==> src/design/dsrc_pkg.sv <==
// Package: register map, reset values, field positions and carrier types of the control bank
package dsrc_pkg;

    // Register offsets
    localparam logic [7:0] OFS_OWN_ADDR = 8'h00;
    localparam logic [7:0] OFS_SOFT_RST = 8'h01;
    localparam logic [7:0] OFS_OUT_CFG = 8'h02;
    localparam logic [7:0] OFS_GEN_CFG_B = 8'h03;

    // Reset values
    localparam logic [7:0] RST_SOFT_RST = 8'h04;
    localparam logic [7:0] RST_OUT_CFG = 8'h80;
    localparam logic [7:0] RST_GEN_CFG_B = 8'hf0;
    localparam logic RST_ADDR_SRC_SEL = 1'h0;

    // Field positions
    localparam int ADDR_SRC_SEL_BIT = 0;
    localparam int FULL_RST_BIT = 1;
    localparam int LOGIC_RST_BIT = 0;
    localparam int OE_VALUE_BIT = 7;
    localparam int OE_OVERRIDE_BIT = 6;
    localparam int FALLBACK_CLK_BIT = 5;
    localparam int SLEEP_STATE_BIT = 4;

    // Cycles a soft reset request stays asserted before its bit clears
    localparam int SOFT_RST_HOLD = 4;

    // Serial target states, Gray along the write path; ST_ACK to ST_READ flips two bits
    typedef enum logic [2:0] {
        ST_IDLE = 3'h0,
        ST_ADDR = 3'h1,
        ST_ACK = 3'h3,
        ST_WRITE = 3'h2,
        ST_READ = 3'h6,
        ST_RACK = 3'h7
    } dsrc_state_t;

    // Internal register write strobe with its data
    typedef struct packed {
        logic en;
        logic [7:0] addr;
        logic [7:0] data;
    } dsrc_write_t;

    // Controls handed to the rest of the deserializer core
    typedef struct packed {
        logic outputEnable;
        logic sleepStateSel;
        logic oscClockToPclk;
        logic fullCoreReset;
        logic logicReset;
        logic [6:0] ownAddress;
        logic [7:0] genCfgB;
    } dsrc_ctrl_t;

endpackage

==> src/design/dsrc_ctrl_regs.sv <==
// Control register bank with its serial-bus target, address select and soft resets
//
// Operation
// Address bits 7-1 hold own address, strap-loaded.
// Bit 0 picks strap or programmed address.
// Reset bit 1 resets core and registers.
// Full reset reloads address from latched strap.
// Reset bit 0 resets core, keeps registers.
// Reset register comes up as 04h.
// Output enable value bit 7, default 1.
// Host issues logic reset after enable rises.
// Bit 6 makes programmed enable and sleep apply.
// Bit 5 plus lost lock: oscillator to pixel clock.
// Bit 4 is sleep select; default 1.
// Output config resets zero-ish, low bits RW.
// Self-clearing bits read 0 when done.
`timescale 1ns/1ps
`default_nettype none

module dsrc_ctrl_regs #(
    parameter int RST_HOLD = dsrc_pkg::SOFT_RST_HOLD
) (
    input wire logic clock,
    input wire logic sys_rst,
    input wire logic [6:0] addressStrap,
    input wire logic lockPin,
    input wire logic sclIn,
    input wire logic sdaIn,
    output logic sdaOut,
    output logic sdaOe,
    output dsrc_pkg::dsrc_ctrl_t ctrl
);
    import dsrc_pkg::*;

    // Pin synchronisers: scl, sda, lock
    logic [2:0] sync1_q, sync2_q, sync3_q, filt_q, prev_q;
    logic [2:0] filt_d;
    logic sclF, sdaF, lockF, sclPrev, sdaPrev;
    logic sclRise, sclFall, startSeen, stopSeen;

    // Serial target state
    dsrc_state_t st_q, st_d;
    logic [3:0] bitCnt_q, bitCnt_d;
    logic [7:0] shift_q, shift_d, ptr_q, ptr_d;
    logic rw_q, rw_d, first_q, first_d, drv_q, drv_d;
    dsrc_write_t wr;

    // Register bank state
    logic [7:0] addrReg_q, addrReg_d, rstReg_q, rstReg_d, cfg_q, cfg_d, cfgB_q, cfgB_d;
    logic [6:0] strapLatch_q, strapLatch_d;
    logic strapTaken_q, strapTaken_d;
    logic [7:0] holdCnt_q, holdCnt_d;
    logic [6:0] myAddr;
    logic [7:0] rdData;

    // A level counts once the second and third stage agree
    always_comb
    begin
        filt_d = (~(sync2_q ^ sync3_q) & sync2_q) | ((sync2_q ^ sync3_q) & filt_q);
    end

    always_ff @(posedge clock)
    begin
        if (sys_rst)
        begin
            sync1_q <= 3'h7;
            sync2_q <= 3'h7;
            sync3_q <= 3'h7;
            filt_q <= 3'h7;
            prev_q <= 3'h7;
        end
        else
        begin
            sync1_q <= {lockPin, sdaIn, sclIn};
            sync2_q <= sync1_q;
            sync3_q <= sync2_q;
            filt_q <= filt_d;
            prev_q <= filt_q;
        end
    end

    // Bus events from the filtered levels
    assign sclF = filt_q[0];
    assign sdaF = filt_q[1];
    assign lockF = filt_q[2];
    assign sclPrev = prev_q[0];
    assign sdaPrev = prev_q[1];
    assign sclRise = sclF & ~sclPrev;
    assign sclFall = ~sclF & sclPrev;
    assign startSeen = sclF & sclPrev & sdaPrev & ~sdaF;
    assign stopSeen = sclF & sclPrev & ~sdaPrev & sdaF;

    // Answering address: strap or programmed field
    assign myAddr = addrReg_q[ADDR_SRC_SEL_BIT] ? addrReg_q[7:1] : strapLatch_q;

    // Read mux; self-clearing bits show live state so the host can poll
    always_comb
    begin
        case (ptr_q)
            OFS_OWN_ADDR: rdData = addrReg_q;
            OFS_SOFT_RST: rdData = rstReg_q;
            OFS_OUT_CFG: rdData = cfg_q;
            OFS_GEN_CFG_B: rdData = cfgB_q;
            default: rdData = 8'h00;
        endcase
    end

    // Serial target next state; first written byte sets the pointer
    always_comb
    begin
        st_d = st_q;
        bitCnt_d = bitCnt_q;
        shift_d = shift_q;
        ptr_d = ptr_q;
        rw_d = rw_q;
        first_d = first_q;
        drv_d = drv_q;
        wr.en = 1'b0;
        wr.addr = ptr_q;
        wr.data = shift_q;
        if (startSeen)
        begin
            st_d = ST_ADDR;
            bitCnt_d = 4'h0;
            first_d = 1'b1;
            drv_d = 1'b0;
        end
        else if (stopSeen)
        begin
            st_d = ST_IDLE;
            drv_d = 1'b0;
        end
        else
        begin
            case (st_q)
                ST_IDLE:
                begin
                    drv_d = 1'b0;
                end
                ST_ADDR, ST_WRITE:
                begin
                    if (sclRise)
                    begin
                        shift_d = {shift_q[6:0], sdaF};
                        bitCnt_d = bitCnt_q + 4'h1;
                    end
                    else if (sclFall && bitCnt_q == 4'h8)
                    begin
                        bitCnt_d = 4'h0;
                        if (st_q == ST_ADDR)
                        begin
                            // Foreign address: stay silent until the next start
                            if (shift_q[7:1] == myAddr)
                            begin
                                rw_d = shift_q[0];
                                st_d = ST_ACK;
                                drv_d = 1'b1;
                            end
                            else
                            begin
                                st_d = ST_IDLE;
                            end
                        end
                        else
                        begin
                            st_d = ST_ACK;
                            drv_d = 1'b1;
                            if (first_q)
                            begin
                                ptr_d = shift_q;
                                first_d = 1'b0;
                            end
                            else
                            begin
                                wr.en = 1'b1;
                                ptr_d = ptr_q + 8'h01;
                            end
                        end
                    end
                end
                ST_ACK:
                begin
                    if (sclFall)
                    begin
                        if (rw_q)
                        begin
                            st_d = ST_READ;
                            shift_d = rdData;
                            ptr_d = ptr_q + 8'h01;
                            drv_d = ~rdData[7];
                        end
                        else
                        begin
                            st_d = ST_WRITE;
                            drv_d = 1'b0;
                        end
                    end
                end
                ST_READ:
                begin
                    if (sclFall)
                    begin
                        bitCnt_d = bitCnt_q + 4'h1;
                        if (bitCnt_q == 4'h7)
                        begin
                            st_d = ST_RACK;
                            bitCnt_d = 4'h0;
                            drv_d = 1'b0;
                        end
                        else
                        begin
                            shift_d = {shift_q[6:0], 1'b0};
                            drv_d = ~shift_q[6];
                        end
                    end
                end
                ST_RACK:
                begin
                    // Master not-acknowledge ends the read burst
                    if (sclRise && sdaF)
                    begin
                        st_d = ST_IDLE;
                    end
                    else if (sclFall)
                    begin
                        st_d = ST_READ;
                        shift_d = rdData;
                        ptr_d = ptr_q + 8'h01;
                        drv_d = ~rdData[7];
                    end
                end
                default:
                begin
                    st_d = ST_IDLE;
                    drv_d = 1'b0;
                end
            endcase
        end
    end

    always_ff @(posedge clock)
    begin
        if (sys_rst)
        begin
            st_q <= ST_IDLE;
            bitCnt_q <= 4'h0;
            shift_q <= 8'h00;
            ptr_q <= 8'h00;
            rw_q <= 1'b0;
            first_q <= 1'b0;
            drv_q <= 1'b0;
        end
        else
        begin
            st_q <= st_d;
            bitCnt_q <= bitCnt_d;
            shift_q <= shift_d;
            ptr_q <= ptr_d;
            rw_q <= rw_d;
            first_q <= first_d;
            drv_q <= drv_d;
        end
    end

    // Open-drain data line: only ever pulled low
    assign sdaOut = 1'b0;
    assign sdaOe = drv_q;

    // Register bank next values; the target itself is spared by soft resets
    // so the acknowledge of the triggering write still completes
    always_comb
    begin
        addrReg_d = addrReg_q;
        rstReg_d = rstReg_q;
        cfg_d = cfg_q;
        cfgB_d = cfgB_q;
        strapLatch_d = strapLatch_q;
        strapTaken_d = strapTaken_q;
        holdCnt_d = holdCnt_q;
        if (!strapTaken_q)
        begin
            // Strap caught once, first cycle after reset release
            strapLatch_d = addressStrap;
            strapTaken_d = 1'b1;
            addrReg_d = {addressStrap, RST_ADDR_SRC_SEL};
        end
        else if (wr.en)
        begin
            case (wr.addr)
                OFS_OWN_ADDR: addrReg_d = wr.data;
                OFS_SOFT_RST: rstReg_d = wr.data;
                OFS_OUT_CFG: cfg_d = wr.data;
                OFS_GEN_CFG_B: cfgB_d = wr.data;
                default: addrReg_d = addrReg_q;
            endcase
        end
        else if (rstReg_q[FULL_RST_BIT] || rstReg_q[LOGIC_RST_BIT])
        begin
            // Hold the request a few cycles, then complete and clear
            if (holdCnt_q < 8'(RST_HOLD - 1))
            begin
                holdCnt_d = holdCnt_q + 8'h01;
            end
            else
            begin
                holdCnt_d = 8'h00;
                rstReg_d[LOGIC_RST_BIT] = 1'b0;
                rstReg_d[FULL_RST_BIT] = 1'b0;
                if (rstReg_q[FULL_RST_BIT])
                begin
                    addrReg_d = {strapLatch_q, RST_ADDR_SRC_SEL};
                    rstReg_d = RST_SOFT_RST;
                    cfg_d = RST_OUT_CFG;
                    cfgB_d = RST_GEN_CFG_B;
                end
            end
        end
    end

    always_ff @(posedge clock)
    begin
        if (sys_rst)
        begin
            addrReg_q <= 8'h00;
            rstReg_q <= RST_SOFT_RST;
            cfg_q <= RST_OUT_CFG;
            cfgB_q <= RST_GEN_CFG_B;
            strapLatch_q <= 7'h00;
            strapTaken_q <= 1'b0;
            holdCnt_q <= 8'h00;
        end
        else
        begin
            addrReg_q <= addrReg_d;
            rstReg_q <= rstReg_d;
            cfg_q <= cfg_d;
            cfgB_q <= cfgB_d;
            strapLatch_q <= strapLatch_d;
            strapTaken_q <= strapTaken_d;
            holdCnt_q <= holdCnt_d;
        end
    end

    // Effective controls; without override both defaults are 1
    always_comb
    begin
        ctrl.outputEnable = cfg_q[OE_OVERRIDE_BIT] ? cfg_q[OE_VALUE_BIT] : 1'b1;
        ctrl.sleepStateSel = cfg_q[OE_OVERRIDE_BIT] ? cfg_q[SLEEP_STATE_BIT] : 1'b1;
        ctrl.oscClockToPclk = cfg_q[FALLBACK_CLK_BIT] & ~lockF;
        ctrl.fullCoreReset = rstReg_q[FULL_RST_BIT];
        ctrl.logicReset = rstReg_q[FULL_RST_BIT] | rstReg_q[LOGIC_RST_BIT];
        ctrl.ownAddress = myAddr;
        ctrl.genCfgB = cfgB_q;
    end

endmodule

`default_nettype wire

==> config.mk <==
export PLATFORM = sky130hd
export DESIGN_NAME = dsrc_ctrl_regs
export DESIGN_NICKNAME = d
export VERILOG_FILES = /design/src/design/dsrc_pkg.sv /design/src/design/dsrc_ctrl_regs.sv
export SDC_FILE = /design/constraint.sdc
export NUM_CORES = 1
export LEC_CHECK = 0
export CORE_MARGIN = 10
export CORE_UTILIZATION = 40
export DETAILED_ROUTE_END_ITERATION = 16
export DONT_BUFFER_PORTS = 1
export GPL_TIMING_DRIVEN = 0
export MAX_ROUTING_LAYER = met4
export PLACE_DENSITY = 0.53
export SYNTH_ARGS = -nofsm -noshare
export SYNTH_HDL_FRONTEND = slang
export SYNTH_SLANG_ARGS = --single-unit
==> constraint.sdc <==
create_clock -name clock -period 2.3 [get_ports clock]
set_clock_uncertainty 0.1 [all_clocks]
set_input_delay 0.23 -clock clock [delete_from_list [all_inputs] [get_ports clock]]
set_output_delay 0.23 -clock clock [all_outputs]
set_load 0.02 [all_outputs]
==> flow_metrics.env, run 1 <==
export IMPL_cp_cell_sequence="ha_4 -> or4_4 -> o41ai_4 -> buf_6 -> buf_6 -> a211oi_1 -> a311oi_1 -> o32ai_2"
export IMPL_register_area_um2=1768
export IMPL_rsz0062_at_grt="yes"
export IMPL_ys_flop_type="dfxtp_1"
export IMPL_synth_area_um2=4822
export IMPL_fin_setup_tns_ns=0
export IMPL_p_per_area_nw_per_um2=575.4
export IMPL_fin_crit_ns=2.258
export IMPL_gp_congestion=0.8673
export IMPL_ys_seq_area_share_pct=36.53
export IMPL_dp_cells=737
export IMPL_hold_slack_ns=0.008546
export IMPL_drt_vias_per_instance=6.150
export IMPL_antenna_found_initial=1
export IMPL_critPathMaxStageDelay_ns=0.50
export IMPL_rr_endpoint="addrReg_q[2]"
export IMPL_min_to="bitCnt_q[0]"
export IMPL_switchingPower_mw=0.7754
export IMPL_whs_path_depth=3
export IMPL_die_y_um=129.8
export IMPL_pre_cts_slack_ns=-0.4840
export IMPL_crit_fanout=6
export IMPL_final_area_um2=5724
export IMPL_setup_viol=0
export IMPL_max_freq_mhz=442.9
export IMPL_io_pins=34
export IMPL_cellLeakagePower_nw=2.024
export IMPL_p_int_mw=2.518
export IMPL_yosysWarnings=0
export IMPL_worstPathRequired_ns=2.41
export IMPL_worstPathArrival_ns=2.37
export IMPL_synth_seq_cells=88
export IMPL_synth_edff_count=0
export IMPL_clock_sinks=88
export IMPL_hp_class="input port to flip-flop"
export IMPL_num_vias=4742
export IMPL_swShare_pct=23.54
export IMPL_port_buffers=0
export IMPL_final_nets=637
export IMPL_clkPwrFrac_pct=46.6
export IMPL_cts_tree="built"
export IMPL_row_count=40
export IMPL_start_kind="flip-flop"
export IMPL_grt_max_degree=15
export IMPL_first_global_vias=4351
export IMPL_timing_rr_start="holdCnt_q[0]"
export IMPL_clockBufferDepth=2
export IMPL_numCtsBuffers=9
export IMPL_worstHoldStart="sys_rst"
export IMPL_critPathSlowestCell="or4_4"
export IMPL_ys_async_sr_fraction_pct=0
export IMPL_dpl_cell_area_um2=5006
export IMPL_clkTransAtPathRegs_ns=0.06
export IMPL_track_usage_pct=19.22
export IMPL_cts_root_buf="clkbuf_16"
export IMPL_maxCapViolCount=0
export IMPL_dieArea_um2=16850
export IMPL_final_cell_count_no_fill=771
export IMPL_drt_wl_total_um=15870
export IMPL_ant_nets=0
export IMPL_worstSetupEndpointType="flip-flop"
export IMPL_drt_pass1_iter_count=5
export IMPL_critPathBufInv=2
export IMPL_syn_num_nets=609
export IMPL_drive_gt1_share_pct=19.26
export IMPL_cpMostUsedCell="buf_6"
export IMPL_power_frac_seq_pct=47.6
export IMPL_worst_slew_pin_slew_ns=0.6898
export IMPL_crit_family="compound AO/OA/AOI/OAI gates"
export IMPL_regToRegSetupSlack_ns=0.04
export IMPL_worst_slack_ns=0.04213
export IMPL_synth_distinct_cells=70
export IMPL_path_class="flip-flop to flip-flop"
export IMPL_drc=0
export IMPL_h_tree_depth=3
export IMPL_finalMaxSlewViolations=0
export IMPL_fill_cells=1154
export IMPL_fp_dieW_um=129.8
export IMPL_multi_input_area_um2=2919
export IMPL_rr_worst_depth=8
export IMPL_dp_hpwl_um=10920
export IMPL_timing_final_crit_share_pct=98.17
export IMPL_hold_viol=0
export IMPL_start_util_pct=40.48
export IMPL_drt_initial_drc_count=494
export IMPL_core_um2=11910
export IMPL_avgSynthCellArea_um2=8.173
export IMPL_relSlewSlack_pct=54.01
export IMPL_insertion_delay_ns=0.35
export IMPL_peakVddDrop_uv=314.2
export IMPL_outcome="finished clean"
export IMPL_grt_pass1_wl_um=24560
export IMPL_post_drt_wl_per_cell_um=20.58
export IMPL_synthToLayoutAreaGrowth_pct=18.71
export IMPL_power_frac_comb_pct=5.8
export IMPL_grt_overflow=0
export IMPL_synthCells=590
cells in the final DEF, fill, tap and decap left out, types with 13 or more instances in the layout:
| master | n |
|---|---|
| a22oi_1 | 22 |
| dfxtp_1 | 85 |
| inv_1 | 22 |
| nand2_1 | 60 |
| a311oi_1 | 13 |
| nand3_1 | 20 |
| nor2_1 | 38 |
| or2_2 | 15 |
| o21ai_0 | 32 |
| a21oi_1 | 52 |
| clkbuf_1 | 16 |
repair_timing:
action                                 in CTS  in global routing
gates resized for setup                    22                 51
gates cloned                                0                  2
endpoints found under the hold margin      12                  0
setup endpoints to repair                  47                 49
pin swaps                                   7                 23
setup buffers                               8                  1
hold buffers                                8                  0
synth_stat cells, types with 5 or more instances:
cell type,n,area (µm²)
a21oi_1,56,280.3
a211oi_1,14,105.1
buf_1,6,22.52
clkbuf_1,25,93.84
buf_2,11,55.05
nand2_1,61,229.0
nor4_1,5,31.28
mux2_2,7,78.83
nor2_1,41,153.9
inv_1,22,82.58
nor2b_1,6,37.54
a22oi_1,22,165.2
a22o_1,11,96.34
xor2_1,6,52.55
a311oi_1,14,122.6
nand3_1,20,100.1
ha_1,7,87.58
or2_2,15,93.84
nor3_1,5,25.02
dfxtp_1,88,1762
mux2i_1,9,90.09
and3_1,7,43.79
a31oi_1,7,43.79
o21ai_0,38,190.2
o32ai_1,7,61.31
power groups by stage:
stage / Clock [mW] / Combinational [mW] / Sequential (mW)
2_1_floorplan: 0 / 0.117 / 1.59
3_3_place_gp: 0 / 0.158 / 1.60
3_5_place_dp: 0 / 0.159 / 1.60
4_1_cts: 1.57 / 0.177 / 1.57
5_1_grt: 1.62 / 0.209 / 1.57
6_report: 1.53 / 0.193 / 1.57
worst max path at each step:
stage | slack (ns) | to | startpoint | cells past startpoint
3_3_place_gp | -0.48 | rstReg_q[2] | ptr_q[6] | 5
2_1_floorplan | 0.12 | rstReg_q[2] | holdCnt_q[0] | 6
4_1_cts | 0.003 | holdCnt_q[0] | bitCnt_q[0] | 9
3_5_place_dp | -0.48 | rstReg_q[2] | ptr_q[6] | 5
6_report | 0.04 | addrReg_q[2] | holdCnt_q[0] | 8
5_1_grt | -0.02 | addrReg_q[7] | holdCnt_q[0] | 7
stage by stage:
stage	power (mW)	util, %
2_1_floorplan	1.711	-
3_3_place_gp	1.760	42.03
3_5_place_dp	1.761	42.03
4_1_cts	3.312	46.48
5_1_grt	3.400	48.06
6_report	3.294	48.06
sequential cells by signal, summed over array words and instances (netlist names), 4 cells and up, named ones only:
name and flops:
addrReg_q 8, bitCnt_q 4, cfgB_q 8, cfg_q 8, holdCnt_q 8, ptr_q 8, rstReg_q 8, shift_q 8
strapLatch_q 7
worst min-delay path: stages:
cell	delay [ns]
nor2_1	0.04
o31ai_2	0.09
a21oi_1	0.05
area by class of cell:
type                       instances  share of cell area (%)
antenna                            1                 0.04372
buffer                            48                   5.049
clock buffer                      11                   4.415
clock inverter                     5                  0.9617
inverter                          22                   1.443
multi-input combinational        430                   50.99
sequential                        88                   30.89
tap                              147                   3.213
timing repair buffer              19                   2.995
logic make-up after synthesis:
group | after synthesis | synth area share, %
xor gates and xnor gates | 9 | 1.635
DFF | 88 | 36.53
and+or+nand+nor | 189 | 19.85
other | 1 | 0.07777
adders and majority gates | 7 | 1.816
AOI/OAI and AO/OA | 208 | 29.40
buffers and inverters | 72 | 7.187
muxes | 16 | 3.503
routing by layer:
layer	wire length, µm	track usage (%)
met1	6928	23.45
met2	7639	30.79
met3	967	4.503
met4	331	6.217
met5	0	-
No activity file was read; power rests on OpenSTA's default activity.
==> run 2: changes to the inputs <==
RECOVER_POWER = 100   (was default)
==> run 2 against run 1 <==
Clock-buffer cell count unchanged. Maximum frequency increased by 0.18%. Register-to-register slack about the same. Die area unchanged. First-iteration DRC count decreased by 2.2%. Non-clock buffer count did not move. Largest power group unchanged.
==> flow_metrics.env, run 2 (same netlist as run 1, synthesis figures left out) <==
export IMPL_worstPathRequired_ns=2.41
export IMPL_synthToLayoutAreaGrowth_pct=18.63
export IMPL_maxCapViolCount=0
export IMPL_clkTransAtPathRegs_ns=0.06
export IMPL_critPathMaxStageDelay_ns=0.50
export IMPL_cpMostUsedCell="buf_6"
export IMPL_fin_crit_ns=2.254
export IMPL_core_um2=11910
export IMPL_clock_sinks=88
export IMPL_total_power_mw=3.295
export IMPL_start_kind="flip-flop"
export IMPL_setup_viol=0
export IMPL_num_vias=4736
export IMPL_worstPathArrival_ns=2.36
export IMPL_regToRegSetupSlack_ns=0.05
export IMPL_worstSetupEndpointType="flip-flop"
export IMPL_io_pins=34
export IMPL_relSlewSlack_pct=52.24
export IMPL_final_nets=637
export IMPL_timing_final_crit_share_pct=98.00
export IMPL_grt_max_degree=15
export IMPL_antenna_found_initial=1
export IMPL_drt_wl_total_um=15860
export IMPL_row_count=40
export IMPL_cp_cell_sequence="ha_4 -> or4_4 -> o41ai_4 -> buf_6 -> buf_6 -> a211oi_1 -> a311oi_1 -> o32ai_2"
export IMPL_max_freq_mhz=443.7
export IMPL_final_core_util_pct=48.03
export IMPL_cts_tree="built"
export IMPL_drt_pass1_iter_count=8
export IMPL_h_tree_depth=3
export IMPL_fp_dieW_um=129.8
export IMPL_drt_initial_drc_count=483
export IMPL_rsz0062_at_grt="yes"
export IMPL_crit_fanout=6
export IMPL_insertion_delay_ns=0.35
export IMPL_gp_congestion=0.8673
export IMPL_grt_overflow=0
export IMPL_final_cell_count_no_fill=771
export IMPL_post_drt_wl_per_cell_um=20.57
export IMPL_outcome="finished clean"
export IMPL_path_class="flip-flop to flip-flop"
export IMPL_cellLeakagePower_nw=2.021
export IMPL_hp_class="input port to flip-flop"
export IMPL_cts_root_buf="clkbuf_16"
export IMPL_hold_viol=0
export IMPL_grt_pass1_wl_um=24560
export IMPL_drc=0
export IMPL_start_util_pct=40.48
export IMPL_first_global_vias=4351
export IMPL_drt_vias_per_instance=6.143
export IMPL_worst_slew_pin_slew_ns=0.7164
export IMPL_dp_hpwl_um=10920
export IMPL_fin_setup_tns_ns=0
export IMPL_die_y_um=129.8
export IMPL_peakVddDrop_uv=317.2
export IMPL_final_cell_mix="dfxtp_1 (85), nand2_1 (60), a21oi_1 (52), nor2_1 (38), o21ai_0 (32)"
export IMPL_critPathSlowestCell="or4_4"
export IMPL_dieArea_um2=16850
export IMPL_p_per_area_nw_per_um2=576.0
export IMPL_ant_nets=0
export IMPL_port_buffers=0
export IMPL_numCtsBuffers=9
export IMPL_dp_cells=737
export IMPL_finalMaxSlewViolations=0
export IMPL_clockBufferDepth=2
export IMPL_drive_gt1_share_pct=18.14
export IMPL_final_common_cell="dfxtp_1"
export IMPL_track_usage_pct=19.22
==> run 2: repair_timing <==
item | CTS | global route
setup buffers | 8 | 1
resized for setup | 22 | 51
cloned | 0 | 2
endpoints found under the hold margin | 12 | 0
pin swaps | 7 | 23
hold buffers | 8 | 0
endpoints found under the setup margin | 47 | 49
==> run 2: routing by layer <==
layer / up-vias / track usage, % / routed length, µm
li1: 2233 / - / -
met1: 2312 / 23.45 / 7007
met2: 162 / 30.79 / 7550
met3: 29 / 4.503 / 917
met4: 0 / 6.217 / 385
met5: - / - / 0
==> run 2: area by class of cell <==
cell class | instances | area [µm²]
tap | 147 | 183.9
timing repair buffer | 19 | 171.4
multi-input combinational | 430 | 2919
sequential | 88 | 1768
buffer | 48 | 285.3
clock inverter | 5 | 55.05
antenna | 1 | 2.502
inverter | 22 | 82.58
fill | 1154 | 6191
clock buffer | 11 | 252.7
==> run 2: final timing paths <==
| check | start | endpoint | cells past startpoint |
|---|---|---|---|
| worst max register to register | holdCnt_q[0] | addrReg_q[2] | 8 |
| worst min-delay path | sys_rst | bitCnt_q[0] | 3 |
| worst max-delay path | holdCnt_q[0] | addrReg_q[2] | 8 |
| worst min register to register | sync1_q[0] | sync2_q[0] | 1 |
==> run 2: report_power, final <==
part	leakage [nW]	internal [mW]	switching (mW)	total, mW
Clock	0.148	0.898	0.639	1.54
Combinational	1.16	0.0728	0.118	0.191
Sequential	0.716	1.55	0.0208	1.57
==> run 2: critical path, delay by kind of cell (launching register included) <==
kind,cells,cell delay [ns]
AO/OA/AOI/OAI,4,0.68
adder cells (fa/ha/maj),1,0.16
buffers and inverters,2,0.31
flip-flops,1,0.36
AND/OR/NAND/NOR,1,0.50
==> run 2: stage by stage <==
stage,cell area [µm²],worst slack [ns],hold slack [ns]
4_1_cts,5537,0.003302,0.03666
6_report,5720,0.04609,0.01302
3_3_place_gp,5006,-0.4780,0.2348
2_1_floorplan,4822,0.1179,0.2338
3_5_place_dp,5006,-0.4840,0.2381
5_1_grt,5720,-0.02095,0.01102
